<file path="src/verilog/dscd_params.svh">
// Constants for the serial command decoder
`ifndef DSCD_PARAMS_SVH
`define DSCD_PARAMS_SVH
`define DSCD_WORD_BITS     24
`define DSCD_RW_BIT        23
`define DSCD_REG_HI        21
`define DSCD_REG_LO        19
`define DSCD_CH_HI         18
`define DSCD_CH_LO         16
`define DSCD_REG_FUNC      3'h0
`define DSCD_REG_DATA      3'h2
`define DSCD_REG_CGAIN     3'h3
`define DSCD_REG_FGAIN     3'h4
`define DSCD_REG_OFFS      3'h5
`define DSCD_CH_A          3'h0
`define DSCD_CH_B          3'h1
`define DSCD_CH_BOTH       3'h4
`define DSCD_FN_NOP        3'h0
`define DSCD_FN_CTRL       3'h1
`define DSCD_FN_CLEAR      3'h4
`define DSCD_FN_LOAD       3'h5
`define DSCD_CTRL_RESET    6'h00
`define DSCD_ZERO_TWOS     16'h0000
`define DSCD_ZERO_BIN      16'h8000
`define DSCD_NEG_FS_TWOS   16'h8000
`define DSCD_NEG_FS_BIN    16'h0000
`endif

</file>
<file path="src/verilog/dscd_pkg.sv">
// Types for the serial command decoder
package dscd_pkg;
  typedef enum logic [1:0] {DSCD_IDLE, DSCD_SHIFT, DSCD_DONE} dscd_state_e;
endpackage

</file>
<file path="src/verilog/dscd_sync.sv">
// Two-flop synchroniser for a group of pin inputs
`timescale 1ns/1ps
`default_nettype none
module dscd_sync #(
  parameter int WIDTH = 1
) (
  input  wire logic             clk_i,
  input  wire logic             rstn_i,
  input  wire logic [WIDTH-1:0] async_i,
  input  wire logic [WIDTH-1:0] rst_val_i,
  output logic      [WIDTH-1:0] sync_o
);
  logic [WIDTH-1:0] meta;
  // First stage only feeds the second
  always_ff @(posedge clk_i)
  begin
    if (!rstn_i)
    begin
      meta   <= rst_val_i;
      sync_o <= rst_val_i;
    end
    else
    begin
      meta   <= async_i;
      sync_o <= meta;
    end
  end
endmodule
`default_nettype wire

</file>
<file path="src/verilog/dscd_top.sv">
// Serial command decoder for a dual 16-bit DAC
`timescale 1ns/1ps
`default_nettype none
`include "dscd_params.svh"
// Operation
// - A falling edge on the clear pin sets both DAC outputs to the clear code, 0x0000 for either coding pin level.
// - After the clear pin rises the outputs keep the cleared code until reprogrammed.
// - A clear pin held low during reset loads the clear code into both DAC outputs.
// - The word 0x04XXXX performs the same clear as the pin, data ignored.
// - Bit 23 of each word marks read (1) or write (0) of the addressed register.
// - Bits 21..19 select function, data, coarse gain, fine gain or offset register.
// - Bits 18..16 select channel A (000), channel B (001) or both (100).
// - Register select 000 makes the word a function chosen by the channel bits alone, data bits as its argument.
// - Function channel 000 is a no-operation that changes nothing.
// - Function channel 001 writes the six control bits from data bits 5..0.
// - Function channel 100 clears the outputs whatever the data.
// - Function channel 101 copies input registers into the output registers.
// - Only frames of exactly 24 falling clock edges are latched, on the frame-select rise.
// - After a read word the selected register shifts out during the next frame.
// - The serial output disable bit turns the serial output off, and resets to zero.
module dscd_top
  import dscd_pkg::*;
(
  input  wire logic        clk_i,
  input  wire logic        rstn_i,
  input  wire logic        sclk_i,
  input  wire logic        frame_n_i,
  input  wire logic        sdin_i,
  input  wire logic        async_clear_pin_n_i,
  input  wire logic        coding_select_pin_i,
  input  wire logic        load_n_i,
  input  wire logic [1:0]  general_io_in_i,
  output logic             sdo_o,
  output logic             sdo_oe_o,
  output logic [15:0]      dac_a_o,
  output logic [15:0]      dac_b_o,
  output logic [1:0]       coarse_a_o,
  output logic [1:0]       coarse_b_o,
  output logic [5:0]       fine_a_o,
  output logic [5:0]       fine_b_o,
  output logic [7:0]       offset_a_o,
  output logic [7:0]       offset_b_o,
  output logic             ground_trim_en_o,
  output logic [1:0]       general_io_out_o,
  output logic [1:0]       general_io_oe_o,
  output logic             frame_error_o
);
  logic [5:0]       pins_s;
  logic             sclk_s;
  logic             frame_n_s;
  logic             sdin_s;
  logic             clr_n_s;
  logic             coding_s;
  logic             load_n_s;
  logic [1:0]       gpio_s;
  logic             sclk_d;
  logic             frame_n_d;
  logic             clr_n_d;
  logic             load_n_d;
  dscd_state_e      state;
  logic [23:0]      shreg;
  logic [4:0]       edge_cnt;
  logic [23:0]      rd_shift;
  logic [23:0]      rd_word;
  logic             rd_pending;
  logic [15:0]      in_a;
  logic [15:0]      in_b;
  logic [5:0]       ctrl;
  logic             word_ok;
  logic             do_clear;
  logic             do_load;
  logic [15:0]      clear_code;
  logic [2:0]       reg_sel;
  logic [2:0]       ch_sel;
  logic             is_write;
  logic             hit_a;
  logic             hit_b;
  logic [1:0]       hits;

  // Pin synchronisers, idle levels at reset
  dscd_sync #(
    .WIDTH(6)
  ) u_sync (
    .clk_i    (clk_i),
    .rstn_i   (rstn_i),
    .async_i  ({sclk_i, frame_n_i, sdin_i, async_clear_pin_n_i,
                coding_select_pin_i, load_n_i}),
    .rst_val_i(6'h3d),
    .sync_o   (pins_s)
  );
  assign sclk_s    = pins_s[5];
  assign frame_n_s = pins_s[4];
  assign sdin_s    = pins_s[3];
  assign clr_n_s   = pins_s[2];
  assign coding_s  = pins_s[1];
  assign load_n_s  = pins_s[0];

  dscd_sync #(
    .WIDTH(2)
  ) u_sync_io (
    .clk_i    (clk_i),
    .rstn_i   (rstn_i),
    .async_i  (general_io_in_i),
    .rst_val_i(2'h0),
    .sync_o   (gpio_s)
  );

  // Channel decode, shared by writes and reads
  function automatic logic [1:0] ch_hits(input logic [2:0] ch);
    case (ch)
      `DSCD_CH_A:    ch_hits = 2'h1;
      `DSCD_CH_B:    ch_hits = 2'h2;
      `DSCD_CH_BOTH: ch_hits = 2'h3;
      default:       ch_hits = 2'h0;
    endcase
  endfunction

  // Edge history; idle-high reset makes a clear pin held low act as a fall
  always_ff @(posedge clk_i)
  begin
    if (!rstn_i)
    begin
      sclk_d    <= 1'b1;
      frame_n_d <= 1'b1;
      clr_n_d   <= 1'b1;
      load_n_d  <= 1'b1;
    end
    else
    begin
      sclk_d    <= sclk_s;
      frame_n_d <= frame_n_s;
      clr_n_d   <= clr_n_s;
      load_n_d  <= load_n_s;
    end
  end

  // Frame state: count falling clock edges while frame select is low
  always_ff @(posedge clk_i)
  begin
    if (!rstn_i)
    begin
      state    <= DSCD_IDLE;
      edge_cnt <= 5'h00;
      shreg    <= 24'h000000;
    end
    else
    begin
      case (state)
        DSCD_IDLE:
        begin
          edge_cnt <= 5'h00;
          if (frame_n_d && !frame_n_s)
            state <= DSCD_SHIFT;
        end
        DSCD_SHIFT:
        begin
          if (frame_n_s)
            state <= DSCD_DONE;
          else if (sclk_d && !sclk_s)
          begin
            shreg <= {shreg[22:0], sdin_s};
            if (edge_cnt != 5'h1f)
              edge_cnt <= edge_cnt + 5'h01;
          end
        end
        DSCD_DONE:
          state <= DSCD_IDLE;
        default:
          state <= DSCD_IDLE;
      endcase
    end
  end

  // Word fields, valid only on exactly 24 edges
  assign word_ok  = (state == DSCD_DONE) &&
                    (edge_cnt == 5'(`DSCD_WORD_BITS));
  assign reg_sel  = shreg[`DSCD_REG_HI:`DSCD_REG_LO];
  assign ch_sel   = shreg[`DSCD_CH_HI:`DSCD_CH_LO];
  assign is_write = !shreg[`DSCD_RW_BIT];
  assign hits     = ch_hits(ch_sel);
  assign hit_a    = hits[0];
  assign hit_b    = hits[1];
  assign clear_code = coding_s ? `DSCD_NEG_FS_BIN : `DSCD_ZERO_TWOS;

  // Function commands: clear and load
  assign do_clear = (clr_n_d && !clr_n_s) ||
                    (word_ok && is_write && reg_sel == `DSCD_REG_FUNC &&
                     ch_sel == `DSCD_FN_CLEAR);
  assign do_load  = (load_n_d && !load_n_s) ||
                    (word_ok && is_write && reg_sel == `DSCD_REG_FUNC &&
                     ch_sel == `DSCD_FN_LOAD);

  // Register writes; undefined codes fall through untouched
  always_ff @(posedge clk_i)
  begin
    if (!rstn_i)
    begin
      in_a       <= `DSCD_ZERO_TWOS;
      in_b       <= `DSCD_ZERO_TWOS;
      coarse_a_o <= 2'h0;
      coarse_b_o <= 2'h0;
      fine_a_o   <= 6'h00;
      fine_b_o   <= 6'h00;
      offset_a_o <= 8'h00;
      offset_b_o <= 8'h00;
      ctrl       <= `DSCD_CTRL_RESET;
    end
    else if (word_ok && is_write)
    begin
      case (reg_sel)
        `DSCD_REG_FUNC:
          if (ch_sel == `DSCD_FN_CTRL)
            ctrl <= shreg[5:0];
          // NOP and others leave state alone
        `DSCD_REG_DATA:
        begin
          if (hit_a) in_a <= shreg[15:0];
          if (hit_b) in_b <= shreg[15:0];
        end
        `DSCD_REG_CGAIN:
        begin
          if (hit_a) coarse_a_o <= shreg[1:0];
          if (hit_b) coarse_b_o <= shreg[1:0];
        end
        `DSCD_REG_FGAIN:
        begin
          if (hit_a) fine_a_o <= shreg[5:0];
          if (hit_b) fine_b_o <= shreg[5:0];
        end
        `DSCD_REG_OFFS:
        begin
          if (hit_a) offset_a_o <= shreg[7:0];
          if (hit_b) offset_b_o <= shreg[7:0];
        end
        default: ;
      endcase
    end
  end

  // DAC registers: clear wins over load, held until reprogrammed
  always_ff @(posedge clk_i)
  begin
    if (!rstn_i)
    begin
      dac_a_o <= `DSCD_ZERO_TWOS;
      dac_b_o <= `DSCD_ZERO_TWOS;
    end
    else if (do_clear)
    begin
      dac_a_o <= clear_code;
      dac_b_o <= clear_code;
    end
    else if (do_load)
    begin
      dac_a_o <= in_a;
      dac_b_o <= in_b;
    end
  end

  // Control bit outputs
  always_ff @(posedge clk_i)
  begin
    if (!rstn_i)
    begin
      ground_trim_en_o <= 1'b0;
      general_io_out_o <= 2'h0;
      general_io_oe_o  <= 2'h0;
      sdo_oe_o         <= 1'b1;
    end
    else
    begin
      ground_trim_en_o <= ctrl[5];
      general_io_out_o <= {ctrl[3], ctrl[1]};
      general_io_oe_o  <= {ctrl[4], ctrl[2]};
      sdo_oe_o         <= !ctrl[0];
    end
  end

  // Read word capture after a read frame
  always_ff @(posedge clk_i)
  begin
    if (!rstn_i)
    begin
      rd_word    <= 24'h000000;
      rd_pending <= 1'b0;
    end
    else if (word_ok)
    begin
      rd_pending <= !is_write;
      rd_word    <= 24'h000000;
      if (!is_write)
      begin
        case (reg_sel)
          `DSCD_REG_FUNC:
            rd_word[5:0] <= {ctrl[5:4],
                             ctrl[4] ? ctrl[3] : gpio_s[1], ctrl[2],
                             ctrl[2] ? ctrl[1] : gpio_s[0], ctrl[0]};
          `DSCD_REG_DATA:  rd_word[15:0] <= hit_b && !hit_a ? in_b : in_a;
          `DSCD_REG_CGAIN: rd_word[1:0] <= hit_b && !hit_a ? coarse_b_o : coarse_a_o;
          `DSCD_REG_FGAIN: rd_word[5:0] <= hit_b && !hit_a ? fine_b_o : fine_a_o;
          `DSCD_REG_OFFS:  rd_word[7:0] <= hit_b && !hit_a ? offset_b_o : offset_a_o;
          default:         rd_word <= 24'h000000;
        endcase
        rd_word[23:16] <= shreg[23:16];
      end
    end
  end

  // Serial output: shifts on rising clock, valid at the falling edge
  always_ff @(posedge clk_i)
  begin
    if (!rstn_i)
    begin
      rd_shift <= 24'h000000;
      sdo_o    <= 1'b0;
    end
    else if (state == DSCD_IDLE && frame_n_d && !frame_n_s)
    begin
      rd_shift <= rd_pending ? rd_word : 24'h000000;
      sdo_o    <= rd_pending ? rd_word[23] : 1'b0;
    end
    else if (state == DSCD_SHIFT && !sclk_d && sclk_s && edge_cnt != 5'h00)
    begin
      rd_shift <= {rd_shift[22:0], shreg[23]};
      sdo_o    <= rd_shift[22];
    end
  end

  // Frame length fault flag, cleared by the next good frame
  always_ff @(posedge clk_i)
  begin
    if (!rstn_i)
      frame_error_o <= 1'b0;
    else if (state == DSCD_DONE)
      frame_error_o <= !word_ok;
  end
endmodule
`default_nettype wire

</file>
<file path="config.mk">
export PLATFORM = sky130hd
export DESIGN_NAME = dscd_top
export DESIGN_NICKNAME = d
export VERILOG_FILES = /design/src/verilog/dscd_pkg.sv /design/src/verilog/dscd_sync.sv /design/src/verilog/dscd_top.sv
export VERILOG_INCLUDE_DIRS = /design/src /design/src/verilog
export SDC_FILE = /design/constraint.sdc
export NUM_CORES = 1
export LEC_CHECK = 0
export BUFFER_PORTS_ARGS = -buffer_cell sky130_fd_sc_hd__buf_2
export CAP_MARGIN = 20
export CORE_MARGIN = 5
export CORE_UTILIZATION = 30
export DETAILED_ROUTE_END_ITERATION = 6
export MAX_ROUTING_LAYER = met4
export SYNTH_ARGS = -nofsm -noshare
export SYNTH_HDL_FRONTEND = slang
export SYNTH_SLANG_ARGS = --single-unit
</file>
<file path="constraint.sdc">
create_clock -name clk_i -period 1.9 [get_ports clk_i]
set_input_delay 0.285 -clock clk_i [delete_from_list [all_inputs] [get_ports clk_i]]
set_output_delay 0.285 -clock clk_i [all_outputs]
set_load 0.02 [all_outputs]
</file>
==> summary.md <==
| Metric | Value |
|---|---|
| Area Overhead vs Synth | `23.98%` |
| VDD IR-drop max | `a little under 0.7 mV` |
| Final Hold Vio Count | `0` |
| DR WL/cell | `15.37 um` |
| CP required | `~2.3 ns` |
| Vias per cell | `roughly 4.7` |
| Drt pass-1 iters | `6` |
| Slew @ Worst Pin | `roughly 0.73 ns` |
| Startpoint types | `flop` |
| GPL Wtd Cong | `approximately 0.76` |
| Yosys cell types | `54` |
| Slowest stage delay, CP | `between 0.3 and 0.4 ns` |
| Routed wl met3 | `between 800 and 900 um` |
| Vias post-DR | `6397` |
| Final instance count without filler cells | `between 1000 and 1500` |
| Cells after DPL | `approximately 1300` |
| Die Y | `about 180 um` |
| Cell Area, Synth | `8308 sq um` |
| Layout cells sized above 1 | `0.1850` |
| Metal2 WL | `between 9000 and 10000 um` |
| Net count after synthesis | `roughly 900` |
| I/O Buffers | `80` |
| Fin area | `between 10000 and 15000 sq um` |
| Initial DRC Count | `346` |
| Row cnt | `a little over 60` |
| Static Leakage | `between 4 and 5 nW` |
| Initial antenna violation count | `0` |
| Post-Synthesis Cells | `882` |
| #FFs+latches synth | `between 200 and 250` |
| Crit. End Element | `flop` |
| ANT nets after route | `0` |
| Slew HR | `0.5146` |
| IO Count | `82` |
| Total GRT Usage | `0.1338` |
| Synth area leaders | `dfxtp_1, mux2i_1, nand2_1, a21boi_0, nor2b_1` |
| Clk buf depth | `3` |
| Most used flip-flop cell after synthesis | `dfxtp_1` |
| Critical-path cell list | `buf_4 > ha_1 > and3_1 > ha_1 > and4b_2 > nand4_1 > xor2_1 > nor2_1` |
| CP max FO | `5` |
| Worst path slowest cell | `and4b_2` |
| Antenna Cells | `0` |
| EDFF count, synth | `0` |
| Clock period minus worst slack | `roughly 1.9 ns` |
| Average cell area after synthesis | `~9.4 sq um` |
| Max cap viols | `0` |
| Clock power share | `0.484` |
| Clk slew on worst S/H paths | `0.06 ns` |
| Psw | `1.833 mW` |
| DIE AREA | `31120 sq um` |
| Met1 WL | `approximately 10000 um` |
| Cell Pwr Density | `slightly below 900 nW/um^2` |
| Post-synth top area cell | `dfxtp_1` |
| Final net count | `around 980` |
| Number of global-route vias before repair | `6209` |
| Core Area | `approximately 28000 sq um` |
| CP delay by family, top | `simple AND/OR/NAND/NOR gates` |
| Clock Tree Root | `clkbuf_16` |
| Overflow left after global routing | `0` |
| Worst Skew | `0.007312 ns` |
| Max Slew Vio Count | `0` |
| Worst path most repeated cell | `ha_1` |
| Reg power frac | `0.484` |
| Final period utilization | `0.9947` |
| Final TNS setup | `0 ns` |
| Synth async-reset ratio | `0` |
| Post-DP HPWL | `13690 um` |
| Status | `completed` |
| Detailed Route WL | `roughly 21000 um` |
| Gate power share | `0.032` |
| CTS tree | `built` |
| CTS Buf Count | `22` |
| YS warnings | `0` |
| First-pass GRT wire length | `approximately 34000 um` |
| CTS sink count | `around 210` |
| Top cell type's share of synthesized area | `0.4964` |
| Placement Cell Area | `9360 sq um` |
| Unrepaired setup endpoints after global routing | `true` |
| Setup CP Type | `flop to flop` |
| Largest net degree at the start of global routing | `~110` |
| CP bufs+invs | `1` |
| Sequential area share after synthesis | `0.4964` |
| Worst min-delay path class | `primary input to flop` |
| Uppermost layer routed | `met4` |
| H-tree depth | `1` |
| Sw Ratio | `0.2024` |
| Clk_lat worst skew | `~0.49 ns` |
| Die width | `176.4 um` |
| Fill cells | `2817` |
| Internal | `between 7 and 8 mW` |
| Total power | `just over 9 mW` |
| Arrival @ worst endpoint | `2.26 ns` |
| DR DRC count | `0` |
| Initial Util | `0.3015` |
| Fmax | `about 530 MHz` |
| # setup viols final | `0` |
==> area by class of cell <==
| class | instances | area, sq um | share of cell area |
|---|---|---|---|
| inverter | 4 | 15.01 | 0.001458 |
| clock buffer | 37 | 688.2 | 0.06681 |
| multi-input combinational | 602 | 3915 | 0.3801 |
| tap | 378 | 473.0 | 0.04592 |
| clock inverter | 3 | 65.06 | 0.006317 |
| timing repair buffer | 132 | 1017 | 0.09876 |
| sequential | 206 | 4126 | 0.4006 |
==> power by group through the flow <==
stage / clock network, mW / registers [mW] / logic (mW)
3_5_place_dp: 0 / 4.48 / 0.259
6_report: 4.39 / 4.38 / 0.287
2_1_floorplan: 0 / 4.47 / 0.186
4_1_cts: 4.52 / 4.38 / 0.270
3_3_place_gp: 0 / 4.48 / 0.257
5_1_grt: 4.69 / 4.38 / 0.315
==> sequential cells by signal, summed over array words and instances, names as in the netlist, 5 cells and up <==
| name | count |
|---|---|
| in_b | 16 |
| ctrl | 6 |
| rd_shift | 23 |
| dac_b_o | 16 |
| offset_b_o | 8 |
| shreg | 24 |
| u_sync.meta | 5 |
| fine_a_o | 6 |
| edge_cnt | 5 |
| rd_word | 24 |
| in_a | 16 |
| offset_a_o | 8 |
| u_sync.sync_o | 5 |
| fine_b_o | 6 |
| dac_a_o | 16 |
==> worst paths after layout <==
check	startpoint	depth (start not counted)	to	slack, ns
worst max-delay path	edge_cnt[0]	8	edge_cnt[3]	0.01
worst min-delay path	general_io_in_i[0]	2	u_sync_io.meta[0]	0.03
worst max register to register	edge_cnt[0]	8	edge_cnt[3]	0.01
worst min register to register	u_sync.meta[0]	1	u_sync.sync_o[0]	0.41
==> synthesized netlist by cell type (all sizes together), types with 2 or more instances <==
library cell	n
dfxtp	206
nand2	164
mux2i	89
a21boi	60
nand3	51
nor2	48
clkbuf	46
nor2b	40
buf	24
o211a	24
o21ai	21
nand2b	18
and2	11
a211oi	10
a22o	9
a221oi	8
a22oi	6
o22ai	6
inv	4
nor3	4
nor4b	4
and3	3
ha	3
nand4	3
xor2	3
o21a	2
o221ai	2
or3	2
==> placed cells by master, fill, tap and decap left out, types with 13 or more instances in the layout <==
master and count:
nor2b_1 40, nand2_1 163, buf_2 79, o211a_1 24
nand2b_1 18, nor2_1 46, clkbuf_16 25, a21boi_1 21
o21ai_0 20, a21boi_0 39, nand3_1 49, buf_4 30
mux2i_1 89, buf_12 13, dfxtp_1 204
==> what timing repair did <==
action / in CTS / in global routing
gates cloned: 0 / 3
setup endpoints to repair: 17 / 77
hold buffers: 6 / 0
resized for setup: 2 / 13
buffers inserted: 0 / 1
pin swaps: 0 / 4
hold endpoints to repair: 6 / 0
==> worst register-to-register path, delay by kind of cell (launching register included) <==
kind	cells	cell delay (ns)
XOR/XNOR	1	0.17
adder cells (fa/ha/maj)	2	0.42
buffers and inverters	1	0.14
flip-flops	1	0.32
AND/OR/NAND/NOR	4	0.73
==> cell families after synthesis <==
logic type               synth area share
adder cells (fa/ha/maj)          0.004519
multiplexers                       0.1086
flip-flops                         0.4964
buffers and inverters             0.03961
AO/OA/AOI/OAI                      0.1393
XOR/XNOR                         0.003163
AND/OR/NAND/NOR                    0.2084
==> metrics by stage <==
step	utilization	setup WS [ns]	hold slack, ns
global route	0.3738	-0.07417	0.02418
floorplan	-	0.08493	0.3704
finish	0.3738	0.01012	0.02997
detailed placement	0.3397	-0.01130	0.3995
CTS	0.3698	0.004431	0.01337
global placement	0.3397	-0.001159	0.3959
==> per-layer routing <==
layer,up-vias,global-route usage
met3,24,0.02398
met2,119,0.2204
met1,3056,0.1734
met4,0,0.02901
met5,-,-
li1,3198,-
Note: power is estimated with default switching activity, not from simulation.
